==> config.mk <==
export PLATFORM = sky130hd
export DESIGN_NAME = dual_pulse_counter
export DESIGN_NICKNAME = d
export VERILOG_FILES = /design/src/logic/pulse_counter_pkg.sv /design/src/logic/gear_div_if.sv /design/src/logic/gear_divider.sv /design/src/logic/dual_pulse_counter.sv
export SDC_FILE = /design/constraint.sdc
export NUM_CORES = 2
export LEC_CHECK = 0
export ABC_AREA = 0
export BUFFER_PORTS_ARGS = -buffer_cell sky130_fd_sc_hd__buf_2
export CORE_MARGIN = 5
export CORE_UTILIZATION = 62
export DETAILED_ROUTE_END_ITERATION = 12
export GPL_TIMING_DRIVEN = 0
export PLACE_DENSITY = 0.79
export SLEW_MARGIN = 10
export SYNTH_ARGS = -nofsm -noshare
export SYNTH_HDL_FRONTEND = slang
export SYNTH_SLANG_ARGS = --single-unit
==> constraint.sdc <==
create_clock -name pclk -period 24.2 [get_ports pclk]
set_input_delay 2.42 -clock pclk [delete_from_list [all_inputs] [get_ports pclk]]
set_output_delay 2.42 -clock pclk [all_outputs]
set_load 0.01 [all_outputs]
==> src/logic/pulse_counter_pkg.sv <==
// constants and types shared by the dual pulse counter
// ----------------------------------------------------------------
// ----------------------------------------------------------------
package pulse_counter_pkg;

  // ----------------------------------------------------------------
  // register byte offsets
  // ----------------------------------------------------------------
  localparam logic [7:0] OFF_RAW1 = 8'h00;
  localparam logic [7:0] OFF_SCALED1 = 8'h04;
  localparam logic [7:0] OFF_TARGET1 = 8'h08;
  localparam logic [7:0] OFF_LIMIT1 = 8'h0c;
  localparam logic [7:0] OFF_NUM1 = 8'h10;
  localparam logic [7:0] OFF_DEN1 = 8'h14;
  localparam logic [7:0] OFF_COUNT2 = 8'h18;
  localparam logic [7:0] OFF_TARGET2 = 8'h1c;
  localparam logic [7:0] OFF_LIMIT2 = 8'h20;
  localparam logic [7:0] OFF_CTRL1 = 8'h24;
  localparam logic [7:0] OFF_CTRL2 = 8'h28;
  localparam logic [7:0] OFF_IRQ_STAT = 8'h2c;
  localparam logic [7:0] OFF_IRQ_MASK = 8'h30;
  localparam logic [7:0] OFF_LIVE = 8'h34;

  // ----------------------------------------------------------------
  // values after reset
  // ----------------------------------------------------------------
  localparam logic [31:0] TARGET1_RST = 32'h0000_03e8;
  localparam logic [31:0] LIMIT1_RST = 32'hffff_ffff;
  localparam logic [15:0] GEAR_RST = 16'h0001;
  localparam logic [15:0] TARGET2_RST = 16'h03e8;
  localparam logic [15:0] LIMIT2_RST = 16'hffff;
  localparam logic [15:0] CTRL1_RST = 16'h000b;
  localparam logic [15:0] CTRL2_RST = 16'h006f;

  // ----------------------------------------------------------------
  // control word digits and interrupt bits
  // ----------------------------------------------------------------
  localparam logic [15:0] DIGIT_ONES = 16'h0001;
  localparam logic [15:0] DIGIT_TENS = 16'h000a;
  localparam logic [15:0] DIGIT_HUNDREDS = 16'h0064;
  localparam int IRQ_W = 4;
  localparam int IRQ_REACH1 = 0;
  localparam int IRQ_REACH2 = 1;
  localparam int IRQ_OVF1 = 2;
  localparam int IRQ_OVF2 = 3;

  typedef enum logic [1:0] {ACT_RUN, ACT_COAST, ACT_DECEL, ACT_ESTOP} drive_act_t;

endpackage

==> src/logic/gear_div_if.sv <==
// divider request and answer between counter core and gear divider
`timescale 1ns/1ps
interface gear_div_if #(parameter int W = 48, parameter int DW = 16);
  logic start;
  logic [W-1:0] dividend;
  logic [DW-1:0] divisor;
  logic busy;
  logic done;
  logic [W-1:0] quotient;
  modport master (output start, output dividend, output divisor,
                  input busy, input done, input quotient);
  modport slave (input start, input dividend, input divisor,
                 output busy, output done, output quotient);
endinterface

==> src/logic/gear_divider.sv <==
// restoring divider, one quotient bit per enabled cycle
`timescale 1ns/1ps
module gear_divider #(
  parameter int W = 48,
  parameter int DW = 16
) (
  // clock, reset and enable
  input wire logic pclk,
  input wire logic presetn,
  input wire logic ce,
  // request and answer
  gear_div_if.slave d
);
  import pulse_counter_pkg::*;

  localparam int CW = $clog2(W + 1);

  typedef enum logic {DV_IDLE, DV_RUN} dv_state_t;
  typedef struct packed {
    dv_state_t st;
    logic [CW-1:0] cnt;
    logic [DW-1:0] rem;
    logic [W-1:0] quo;
    logic [W-1:0] dvd;
    logic [DW-1:0] dvs;
    logic done;
  } dv_t;

  dv_t s;
  dv_t n;
  logic [DW:0] trial;

  always_comb begin
    n = s;
    n.done = 1'b0;
    trial = {s.rem, s.quo[W-1]};
    case (s.st)
      DV_IDLE: begin
        if (d.start) begin
          n.quo = d.dividend;
          n.dvd = d.dividend;
          n.dvs = d.divisor;
          n.rem = '0;
          n.cnt = CW'(W);
          n.st = DV_RUN;
        end
      end
      DV_RUN: begin
        // remainder dropped at the end: truncation toward zero
        n.quo = {s.quo[W-2:0], 1'b0};
        if (trial >= {1'b0, s.dvs}) begin
          n.rem = DW'(trial - {1'b0, s.dvs});
          n.quo[0] = 1'b1;
        end else begin
          n.rem = trial[DW-1:0];
        end
        n.cnt = s.cnt - CW'(1);
        if (s.cnt == CW'(1)) begin
          n.done = 1'b1;
          n.st = DV_IDLE;
        end
      end
      default: n.st = DV_IDLE;
    endcase
  end

  always_ff @(posedge pclk or negedge presetn) begin
    if (!presetn) begin
      s <= '0;
    end else if (ce) begin
      s <= n;
    end
  end

  assign d.busy = (s.st == DV_RUN);
  assign d.done = s.done;
  assign d.quotient = s.quo;
endmodule

==> src/logic/dual_pulse_counter.sv <==
// dual pulse counter with gear scaling, apb registers and interrupt
`timescale 1ns/1ps
module dual_pulse_counter (
  // clock, reset, enable
  input wire logic pclk,
  input wire logic presetn,
  input wire logic ce,
  // apb slave
  input wire logic psel,
  input wire logic penable,
  input wire logic pwrite,
  input wire logic [7:0] paddr,
  input wire logic [31:0] pwdata,
  output logic [31:0] prdata,
  output logic pready,
  output logic pslverr,
  // input terminal functions
  input wire logic count1_pulse,
  input wire logic first_counter_clear,
  input wire logic count2_pulse,
  input wire logic power_down,
  // output terminal functions
  output logic count1_reached,
  output logic count2_reached,
  output pulse_counter_pkg::drive_act_t count1_action,
  output pulse_counter_pkg::drive_act_t count2_action,
  output logic irq
);
  import pulse_counter_pkg::*;

  // ----------------------------------------------------------------
  // state
  // ----------------------------------------------------------------
  typedef struct packed {
    logic [31:0] raw1;
    logic [31:0] scaled1;
    logic [31:0] cand1;
    logic wait1;
    logic [31:0] target1;
    logic [31:0] limit1;
    logic [15:0] num1;
    logic [15:0] den1;
    logic [15:0] count2;
    logic [15:0] target2;
    logic [15:0] limit2;
    logic [15:0] ctrl1;
    logic [15:0] ctrl2;
    logic [IRQ_W-1:0] ist;
    logic [IRQ_W-1:0] imask;
    logic p1_d;
    logic p2_d;
    logic reach1;
    logic reach2;
    drive_act_t act1;
    drive_act_t act2;
    logic irq;
  } st_t;

  localparam st_t S_RST = '{
    target1: TARGET1_RST,
    limit1: LIMIT1_RST,
    num1: GEAR_RST,
    den1: GEAR_RST,
    target2: TARGET2_RST,
    limit2: LIMIT2_RST,
    ctrl1: CTRL1_RST,
    ctrl2: CTRL2_RST,
    act1: ACT_RUN,
    act2: ACT_RUN,
    default: '0
  };

  st_t s;
  st_t n;

  gear_div_if #(.W(48), .DW(16)) dv ();

  gear_divider #(.W(48), .DW(16)) u_div (
    .pclk(pclk),
    .presetn(presetn),
    .ce(ce),
    .d(dv.slave)
  );

  // ----------------------------------------------------------------
  // helpers
  // ----------------------------------------------------------------
  function automatic logic [3:0] digit(input logic [15:0] w, input logic [15:0] pos);
    logic [15:0] t;
    t = (w / pos) % DIGIT_TENS;
    return t[3:0];
  endfunction

  // tens codes above three have no meaning; treated as keep running
  function automatic drive_act_t act_of(input logic [3:0] tens);
    drive_act_t a;
    a = ACT_RUN;
    if (tens <= 4'h3) begin
      a = drive_act_t'(tens[1:0]);
    end
    return a;
  endfunction

  logic wr;
  logic edge1;
  logic edge2;
  logic [3:0] ones1;
  logic [3:0] tens1;
  logic [3:0] hund1;
  logic [3:0] ones2;
  logic [3:0] tens2;
  logic [3:0] hund2;
  logic [31:0] q32;
  logic [IRQ_W-1:0] ev;
  logic [IRQ_W-1:0] w1c;
  logic [31:0] next_raw;

  always_comb begin
    ones1 = digit(s.ctrl1, DIGIT_ONES);
    tens1 = digit(s.ctrl1, DIGIT_TENS);
    hund1 = digit(s.ctrl1, DIGIT_HUNDREDS);
    ones2 = digit(s.ctrl2, DIGIT_ONES);
    tens2 = digit(s.ctrl2, DIGIT_TENS);
    hund2 = digit(s.ctrl2, DIGIT_HUNDREDS);
    // quotients past 32 bits saturate so they still exceed any limit below 32'hffff_ffff
    q32 = (|dv.quotient[47:32]) ? 32'hffff_ffff : dv.quotient[31:0];
  end

  // ----------------------------------------------------------------
  // next state
  // ----------------------------------------------------------------
  always_comb begin
    n = s;
    ev = '0;
    w1c = '0;
    wr = psel & penable & pwrite;
    edge1 = count1_pulse & ~s.p1_d;
    edge2 = count2_pulse & ~s.p2_d;
    n.p1_d = count1_pulse;
    n.p2_d = count2_pulse;
    dv.start = 1'b0;
    dv.dividend = '0;
    dv.divisor = s.den1;
    next_raw = '0;

    // counter 1
    if (first_counter_clear) begin
      n.raw1 = '0;
      n.scaled1 = '0;
      n.wait1 = 1'b0;
    end else begin
      if (dv.done && s.wait1) begin
        n.wait1 = 1'b0;
        if (q32 > s.limit1) begin
          ev[IRQ_OVF1] = 1'b1;
          if (ones1 != 4'h0) begin
            n.raw1 = '0;
            n.scaled1 = '0;
          end
        end else begin
          n.raw1 = s.cand1;
          n.scaled1 = q32;
        end
      end
      // pulses that land while a division runs are not counted
      if (edge1 && !dv.busy && (!s.wait1 || dv.done)) begin
        next_raw = n.raw1 + 32'h0000_0001;
        n.cand1 = next_raw;
        n.wait1 = 1'b1;
        dv.start = 1'b1;
        dv.dividend = 48'(next_raw) * 48'(s.num1);
      end
    end

    // counter 2
    if (edge2) begin
      if ({1'b0, s.count2} + 17'h0_0001 > {1'b0, s.limit2}) begin
        ev[IRQ_OVF2] = 1'b1;
        if (ones2 != 4'h0) begin
          n.count2 = '0;
        end
      end else begin
        n.count2 = s.count2 + 16'h0001;
      end
    end

    // power-down keeps only counts marked for retention
    if (power_down) begin
      if (hund1 == 4'h0) begin
        n.raw1 = '0;
        n.scaled1 = '0;
        n.wait1 = 1'b0;
      end
      if (hund2 == 4'h0) begin
        n.count2 = '0;
      end
    end

    // set-value outputs and drive action requests
    n.reach1 = (s.scaled1 >= s.target1);
    n.reach2 = (s.count2 >= s.target2);
    n.act1 = n.reach1 ? act_of(tens1) : ACT_RUN;
    n.act2 = n.reach2 ? act_of(tens2) : ACT_RUN;
    ev[IRQ_REACH1] = n.reach1 & ~s.reach1;
    ev[IRQ_REACH2] = n.reach2 & ~s.reach2;

    // register writes; zero is outside the target, limit and gear ranges and is ignored for those
    if (wr) begin
      if (paddr == OFF_TARGET1) begin
        if (pwdata != '0) begin
          n.target1 = pwdata;
        end
      end else if (paddr == OFF_LIMIT1) begin
        if (pwdata != '0) begin
          n.limit1 = pwdata;
        end
      end else if (paddr == OFF_NUM1) begin
        if (pwdata[15:0] != '0) begin
          n.num1 = pwdata[15:0];
        end
      end else if (paddr == OFF_DEN1) begin
        if (pwdata[15:0] != '0) begin
          n.den1 = pwdata[15:0];
        end
      end else if (paddr == OFF_TARGET2) begin
        if (pwdata[15:0] != '0) begin
          n.target2 = pwdata[15:0];
        end
      end else if (paddr == OFF_LIMIT2) begin
        if (pwdata[15:0] != '0) begin
          n.limit2 = pwdata[15:0];
        end
      end else if (paddr == OFF_CTRL1) begin
        n.ctrl1 = pwdata[15:0];
      end else if (paddr == OFF_CTRL2) begin
        n.ctrl2 = pwdata[15:0];
      end else if (paddr == OFF_IRQ_STAT) begin
        w1c = pwdata[IRQ_W-1:0];
      end else if (paddr == OFF_IRQ_MASK) begin
        n.imask = pwdata[IRQ_W-1:0];
      end
    end

    // a new event wins over a clear in the same cycle
    n.ist = (s.ist & ~w1c) | ev;
    n.irq = |(n.ist & n.imask);
  end

  always_ff @(posedge pclk or negedge presetn) begin
    if (!presetn) begin
      s <= S_RST;
    end else if (ce) begin
      s <= n;
    end
  end

  // ----------------------------------------------------------------
  // apb read side
  // ----------------------------------------------------------------
  always_comb begin
    prdata = '0;
    pslverr = 1'b0;
    if (paddr == OFF_RAW1) begin
      prdata = s.raw1;
    end else if (paddr == OFF_SCALED1) begin
      prdata = s.scaled1;
    end else if (paddr == OFF_TARGET1) begin
      prdata = s.target1;
    end else if (paddr == OFF_LIMIT1) begin
      prdata = s.limit1;
    end else if (paddr == OFF_NUM1) begin
      prdata = {16'h0000, s.num1};
    end else if (paddr == OFF_DEN1) begin
      prdata = {16'h0000, s.den1};
    end else if (paddr == OFF_COUNT2) begin
      prdata = {16'h0000, s.count2};
    end else if (paddr == OFF_TARGET2) begin
      prdata = {16'h0000, s.target2};
    end else if (paddr == OFF_LIMIT2) begin
      prdata = {16'h0000, s.limit2};
    end else if (paddr == OFF_CTRL1) begin
      prdata = {16'h0000, s.ctrl1};
    end else if (paddr == OFF_CTRL2) begin
      prdata = {16'h0000, s.ctrl2};
    end else if (paddr == OFF_IRQ_STAT) begin
      prdata = {28'h000_0000, s.ist};
    end else if (paddr == OFF_IRQ_MASK) begin
      prdata = {28'h000_0000, s.imask};
    end else if (paddr == OFF_LIVE) begin
      prdata = {26'h000_0000, s.act2, s.act1, s.reach2, s.reach1};
    end else begin
      pslverr = psel & penable;
    end
  end

  // frozen clock enable stalls the bus rather than losing writes
  assign pready = ce;

  assign count1_reached = s.reach1;
  assign count2_reached = s.reach2;
  assign count1_action = s.act1;
  assign count2_action = s.act2;
  assign irq = s.irq;
endmodule

Word level (Yosys, flattened, before mapping)
Index checks and enable logic that the tools add are counted.

storage, ports and cells
  flip-flop bits (word level) = 426
  input port bits = 50
  output and inout bits = 41
  logic and storage cells = 203

operators by class
  add/subtract/negate cells = 5
  $mul = 1
  divide/modulo/power cells = 10
  magnitude comparators = 7
  equality and inequality tests = 15
  multiplexer cells = 87
  bitwise logic cells = 23
  reductions and logical operators = 26

operators with widths
  kind                     number
  $mux W64                 7
  $mux W16                 13
  $mux W32                 5
  $pmux W71 S2             1
  $mux W135                1
  $mod A16 B4 Y16 const B  6
  $mux W48                 2
  $mux W4                  21
  $eq A8 B6 Y1 const B     6
  $mul A32 B16 Y48         1
  $add A32 B1 Y32 const B  1
  $div A16 B4 Y16 const B  2
  $div A16 B7 Y16 const B  2
  $eq A8 B5 Y1 const B     4
  $ge A32 B32 Y1           1
  $gt A32 B32 Y1           1
  $reduce_bool A32 Y1      1
  $mux W1                  30
  $mux W6                  3
  $reduce_and A9 Y1        2
  $add A16 B1 Y17 const B  1
  $ge A17 B16 Y1           1
  $gt A17 B16 Y1           1
  $add A16 B1 Y16 const B  1
  other kinds (31)         60

Logic depth before layout (Yosys ltp)
  depth after elaboration = 16
  mapped depth = 61
  gate-level depth less buffers = 54

Modules after synthesis
Synthesis repeated with hierarchy kept, for this count alone.

unflattened totals
  cell total of the unflattened synthesis = 5573
  area total of the unflattened synthesis = 47354.2 sq um

by module, submodules not included
  module              times used  cells an instance  area each (sq um)
  dual_pulse_counter  1           4946               41738.8
  gear_divider        1           627                5615.4

Least setup slack after synthesis
Ideal clock, no wire load.

  path kind = register -> register
  from = reg s[45] in the netlist's numbering
  to = reg u_div.s (netlist bit u_div.d.quotient[47])
  library setup time = 110 ps
  data arrival time = 12840 ps
  data required time = 24090 ps
  slack = 11249 ps
  cell stages (with the launch flop) = 57
  path buffers = 6
  period minus slack after synthesis = 12951 ps
  cell sequence = dfrtp_1 -> buf_4 -> and3_4 -> a2111oi_4 -> o22ai_2 -> and4_1 -> a2111o_1 -> a311o_1 -> or4_1 -> o22ai_2 -> nand3_1 -> o21ai_0 -> a2111oi_2 -> a31oi_1 -> mux2i_1 -> a41o_1 -> buf_4 -> buf_6 -> [... 21 more ...] -> fa_1 -> ha_1 -> inv_1 -> nor2_1 -> o21ai_0 -> a31oi_1 -> o311a_1 -> nand2b_1 -> a41o_1 -> a2111o_1 -> a31oi_1 -> a31oi_1 -> o211a_1 -> nor3_1 -> a31oi_1 -> nor4_1 -> a211oi_1 -> o41ai_1

on the way
  cells in the longest elaborated chain, start to end = 12

RTL lines
  item                      line                       source
  start: declaration        dual_pulse_counter.sv:73   st_t s;
  start signal: assignment  dual_pulse_counter.sv:253  s <= n;
  $mod A16 B4 Y16           dual_pulse_counter.sv:90   t = (w / pos) % DIGIT_TENS;
  $reduce_bool A4 Y1        dual_pulse_counter.sv:156  if (ones1 != 4'h0) begin
  $mux W64                  dual_pulse_counter.sv:156
  $mux W64                  dual_pulse_counter.sv:154  if (q32 > s.limit1) begin
  $mux W64                  dual_pulse_counter.sv:152  if (dv.done && s.wait1) begin
  $mux W64                  dual_pulse_counter.sv:147  if (first_counter_clear) begin
  $add A32 B1 Y32           dual_pulse_counter.sv:167  next_raw = n.raw1 + 32'h0000_0001;
  $mul A32 B16 Y48          dual_pulse_counter.sv:171  dv.dividend = 48'(next_raw) * 48'(s.num1);
  $mux W48                  dual_pulse_counter.sv:166  if (edge1 && !dv.busy && (!s.wait1 || dv.done)) begin
  $mux W48                  dual_pulse_counter.sv:147
  $mux W135                 gear_divider.sv:39         if (d.start) begin
  $pmux W71 S2              gear_divider.sv:37         case (s.st)
  end signal: assignment    gear_divider.sv:71         s <= n;
  end: declaration          gear_divider.sv:29         dv_t s;

No other way between the ends. The select of a mux whose other input is x is not followed.
A chain may end at the register's enable or synchronous reset.

Worst setup path after layout
  from = reg u_div.s (netlist bit u_div.d.quotient[35])
  to = reg u_div.s (netlist bit u_div.d.quotient[46])

on the way
  cells in the longest elaborated chain, start to end = 12

RTL lines
  item               line                       source
  $reduce_or A16 Y1  dual_pulse_counter.sv:126  q32 = (|dv.quotient[47:32]) ? 32'hffff_ffff : dv.quotient[31:0];
  $mux W32           dual_pulse_counter.sv:126
  $gt A32 B32 Y1     dual_pulse_counter.sv:154
  $mux W64           dual_pulse_counter.sv:154
  $mux W64           dual_pulse_counter.sv:152
  $mux W64           dual_pulse_counter.sv:147
  $add A32 B1 Y32    dual_pulse_counter.sv:167
  $mul A32 B16 Y48   dual_pulse_counter.sv:171
  $mux W48           dual_pulse_counter.sv:166
  $mux W48           dual_pulse_counter.sv:147
  $mux W135          gear_divider.sv:39
  $pmux W71 S2       gear_divider.sv:37

No other way between the ends. The select of a mux whose other input is x is not followed.

==> run metrics <==
status=complete, no violations; fillers=approximately 6000; Slowest-stage cell, CP=o21ai_0; CP bufs+invs=10; Max Fclk=about 0.055 GHz; die height=approximately 280 um; share of post-route cells with drive strength above 1=11.49%; clock buffer depth=3; Worst Skew=around 0.028 ns; Startpoint Class=flop; Top Family by Delay on Critical Path=compound AO/OA/AOI/OAI gates; routability congestion estimate=1.025; Antenna Nets Post-Route=0; main combinational cell family by area after synthesis=adder cells; Seq pwr share=between 30% and 40%; register area share after synthesis=about a fifth; Overall Power=0.002325 W; vias per cell=roughly 6.7; CTS tree=built; CP peak stage delay=between 0.9 and 1 ns; vias=43040; first-pass GRT wire length=roughly 240 mm; drt drc=0; GRT Overall Usage=around two fifths; unrepaired setup endpoints after global routing=no; WP data arrival=between 15 and 20 ns; FP Rows=99; FF-to-FF path depth=53; initial antenna violation count=8; Setup violations, final=0; core area=about 73000 sq um; Critical path origin=u_div.d.quotient[35]$_DFFE_PN0P_; CP Capture Type=flop; CTS Hold Buffers Added=0; crit-path most repeated cell=fa_1; total routed wirelength=156.2 mm; compound-cell area share of the yosys netlist=approximately 20%; Tcrit/Tclk final=75.65%; slew of the pin with the lowest slew margin=about 1.5 ns; area growth from synthesis to layout=7.044%; Initial Util=62.82%; Post-Synth Adder-Cell Area=25.23%; Ys Warns=0; commonest cells after routing, fill and taps aside=nand2_1, inv_1, fa_1; share of synthesized flip-flops with an asynchronous set or reset=100.0%; vias in the first global route=~43000; Synthesized Nets=between 6000 and 7000; area of the multi-input gates=roughly 33000 sq um; EDFF count, synth=0; Setup CP Type=reg2reg; grt ovf=0; Net Switching=0.0008775 W; Unique masters post-synth=129; largest net degree at the start of global routing=96; final instance area=49220 sq um; Syn Inst Count=5320; Reg area=between 9000 and 10000 sq um; H-tree depth=2; Setup TNS=0 ns; clock-pin slew on the worst setup and hold paths=about 0.060 ns; cts repair resizes=0; cell area after synthesis=approximately 46000 sq um; CTS root buf=clkbuf_16; die area=79720 sq um; Post-Synth XOR/XNOR Area=~2.5%; Post-DP Area=around 48000 sq um; most common cell after layout, fill and taps aside=nand2_1; IO Port Bufs=77; Post-CTS Repair Setup Buffers=0; Pwr Density=47.23 nW/um^2; fin. max-slew vios=0; clock share of power=a little under a third; Sink Count=~380; Rel. slew slack=approximately 1.8%; Tmin final=roughly 18 ns; worst skew pair latency=0.61 ns; Die X=282.3 um; worst-path fanout max=10; 1st-iter DRT viols=between 4000 and 5000; Initial DRT Pass Iterations=8; Logic pwr share=a little under two fifths; Final Hold Fails=0; worst r2r src=u_div.d.quotient[35]$_DFFE_PN0P_; Hold Startpoint=s[202]$_DFFE_PN0P_; Leakage=approximately 22 nW; nets@finish=~6000; ys flop type=dfrtp_1; clock buffer count from CTS=45; Max Cap Viol=0; Syn Area/Cell=8.644 sq um; Post-DP HPWL=between 100 and 150 mm; Worst Path Required=between 20 and 25 ns; # IOs=around 90; sw frac=37.75%; Peak VDD IR=between 0.06 and 0.07 mV; Worst Hold Depth=2; internal power=0.001447 W; wire per inst=roughly 24 um; Layout Utilization=a little under 70%; Worst path depth=between 50 and 60; number of synthesized register bits=~380; Worst Hold Class=reg2reg; mux contribution to synthesized area=under 10%; Synth Area in Simple Gates=between 10% and 20%
routing by layer:
layer	vias up	GRT usage, %	part of all wire (%)
met1	20980	49.11	37
met2	2606	61.08	45
li1	18770	-	-
met4	4	24.75	8.0
met5	-	0	0.017
met3	679	8.105	9.9
power by group through the flow:
stage                     logic [W]  clock network (W)  registers [W]
after global routing       0.000968           0.000725       0.000741
after global placement     0.000835                  0       0.000743
after CTS                  0.000865           0.000701       0.000734
after detailed placement   0.000860                  0       0.000744
after floorplan            0.000645                  0       0.000725
final                      0.000883           0.000704       0.000738
state kept, by name, summed over array words and instances (netlist names):
| register | count |
|---|---|
| s | 267 |
| u_div.d.quotient | 48 |
| u_div.s | 38 |
| dv.divisor | 16 |
| count1_action | 2 |
| count2_action | 2 |
| count1_reached | 1 |
| count2_reached | 1 |
| irq | 1 |
| u_div.d.busy | 1 |
| u_div.d.done | 1 |
synth_stat cells, types with 85 or more instances:
master / number / area [sq um]
a22oi_1: 88 / 660.6
o21ai_0: 252 / 1261
fa_1: 419 / 8388
a21oi_1: 227 / 1136
mux2_2: 183 / 2061
nand3_1: 123 / 615.6
inv_1: 610 / 2290
and2_1: 157 / 982.2
dfrtp_1: 307 / 7682
nand2_1: 693 / 2601
nor3_1: 85 / 425.4
ha_1: 248 / 3103
nor2_1: 209 / 784.5
clkbuf_1: 229 / 859.6
xnor2_1: 101 / 884.6
through the flow:
stage | instances | worst slack (ns) | hold WS [ns]
2_1_floorplan | 5320 | 11.25 | 0.4378
3_3_place_gp | 6356 | 6.621 | 0.4527
3_5_place_dp | 6360 | 6.319 | 0.4563
4_1_cts | 6442 | 6.274 | 0.4707
5_1_grt | 6444 | 5.478 | 0.4894
6_report | 6452 | 5.893 | 0.4781
worst register-to-register path, delay by kind of cell (launching register included):
| kind | cells | cell delay, ns |
|---|---|---|
| XOR/XNOR | 1 | 0.38 |
| adder cells (fa/ha/maj) | 9 | 4.06 |
| flip-flops | 1 | 0.40 |
| multiplexers | 1 | 0.08 |
| buffers and inverters | 10 | 3.24 |
| AO/OA/AOI/OAI | 20 | 6.72 |
| AND/OR/NAND/NOR | 12 | 3.38 |
area by class of cell:
class                           count  share of cell area (%)
Multi-Input combinational cell   3970                   66.21
Sequential cell                   378                   19.40
Inverter                          616                   4.697
Buffer                            356                   3.129
Clock buffer                       70                   2.704
Tap cell                          959                   2.438
Timing Repair Buffer               82                   1.037
Clock inverter                     12                  0.3406
Antenna cell                        9                 0.04575
cells by family after synthesis:
| kind of cell | count (synthesis) |
|---|---|
| and+or+nand+nor | 1635 |
| xor gates and xnor gates | 128 |
| adders and majority gates | 678 |
| buffers and inverters | 972 |
| muxes | 248 |
| DFF | 378 |
| AOI/OAI and AO/OA | 1281 |
final timing paths:
path	slack, ns	end
max in group asynchronous	20.83	s[57]$_DFFE_PN1P_
max reg2reg	5.89	u_div.d.quotient[46]$_DFFE_PN0P_
min in group asynchronous	1.69	u_div.d.quotient[18]$_DFFE_PN0P_
min reg2reg	0.48	s[202]$_DFFE_PN0P_
max	5.89	u_div.d.quotient[46]$_DFFE_PN0P_
min	0.48	s[202]$_DFFE_PN0P_
Power figures use the tool's default switching activity.
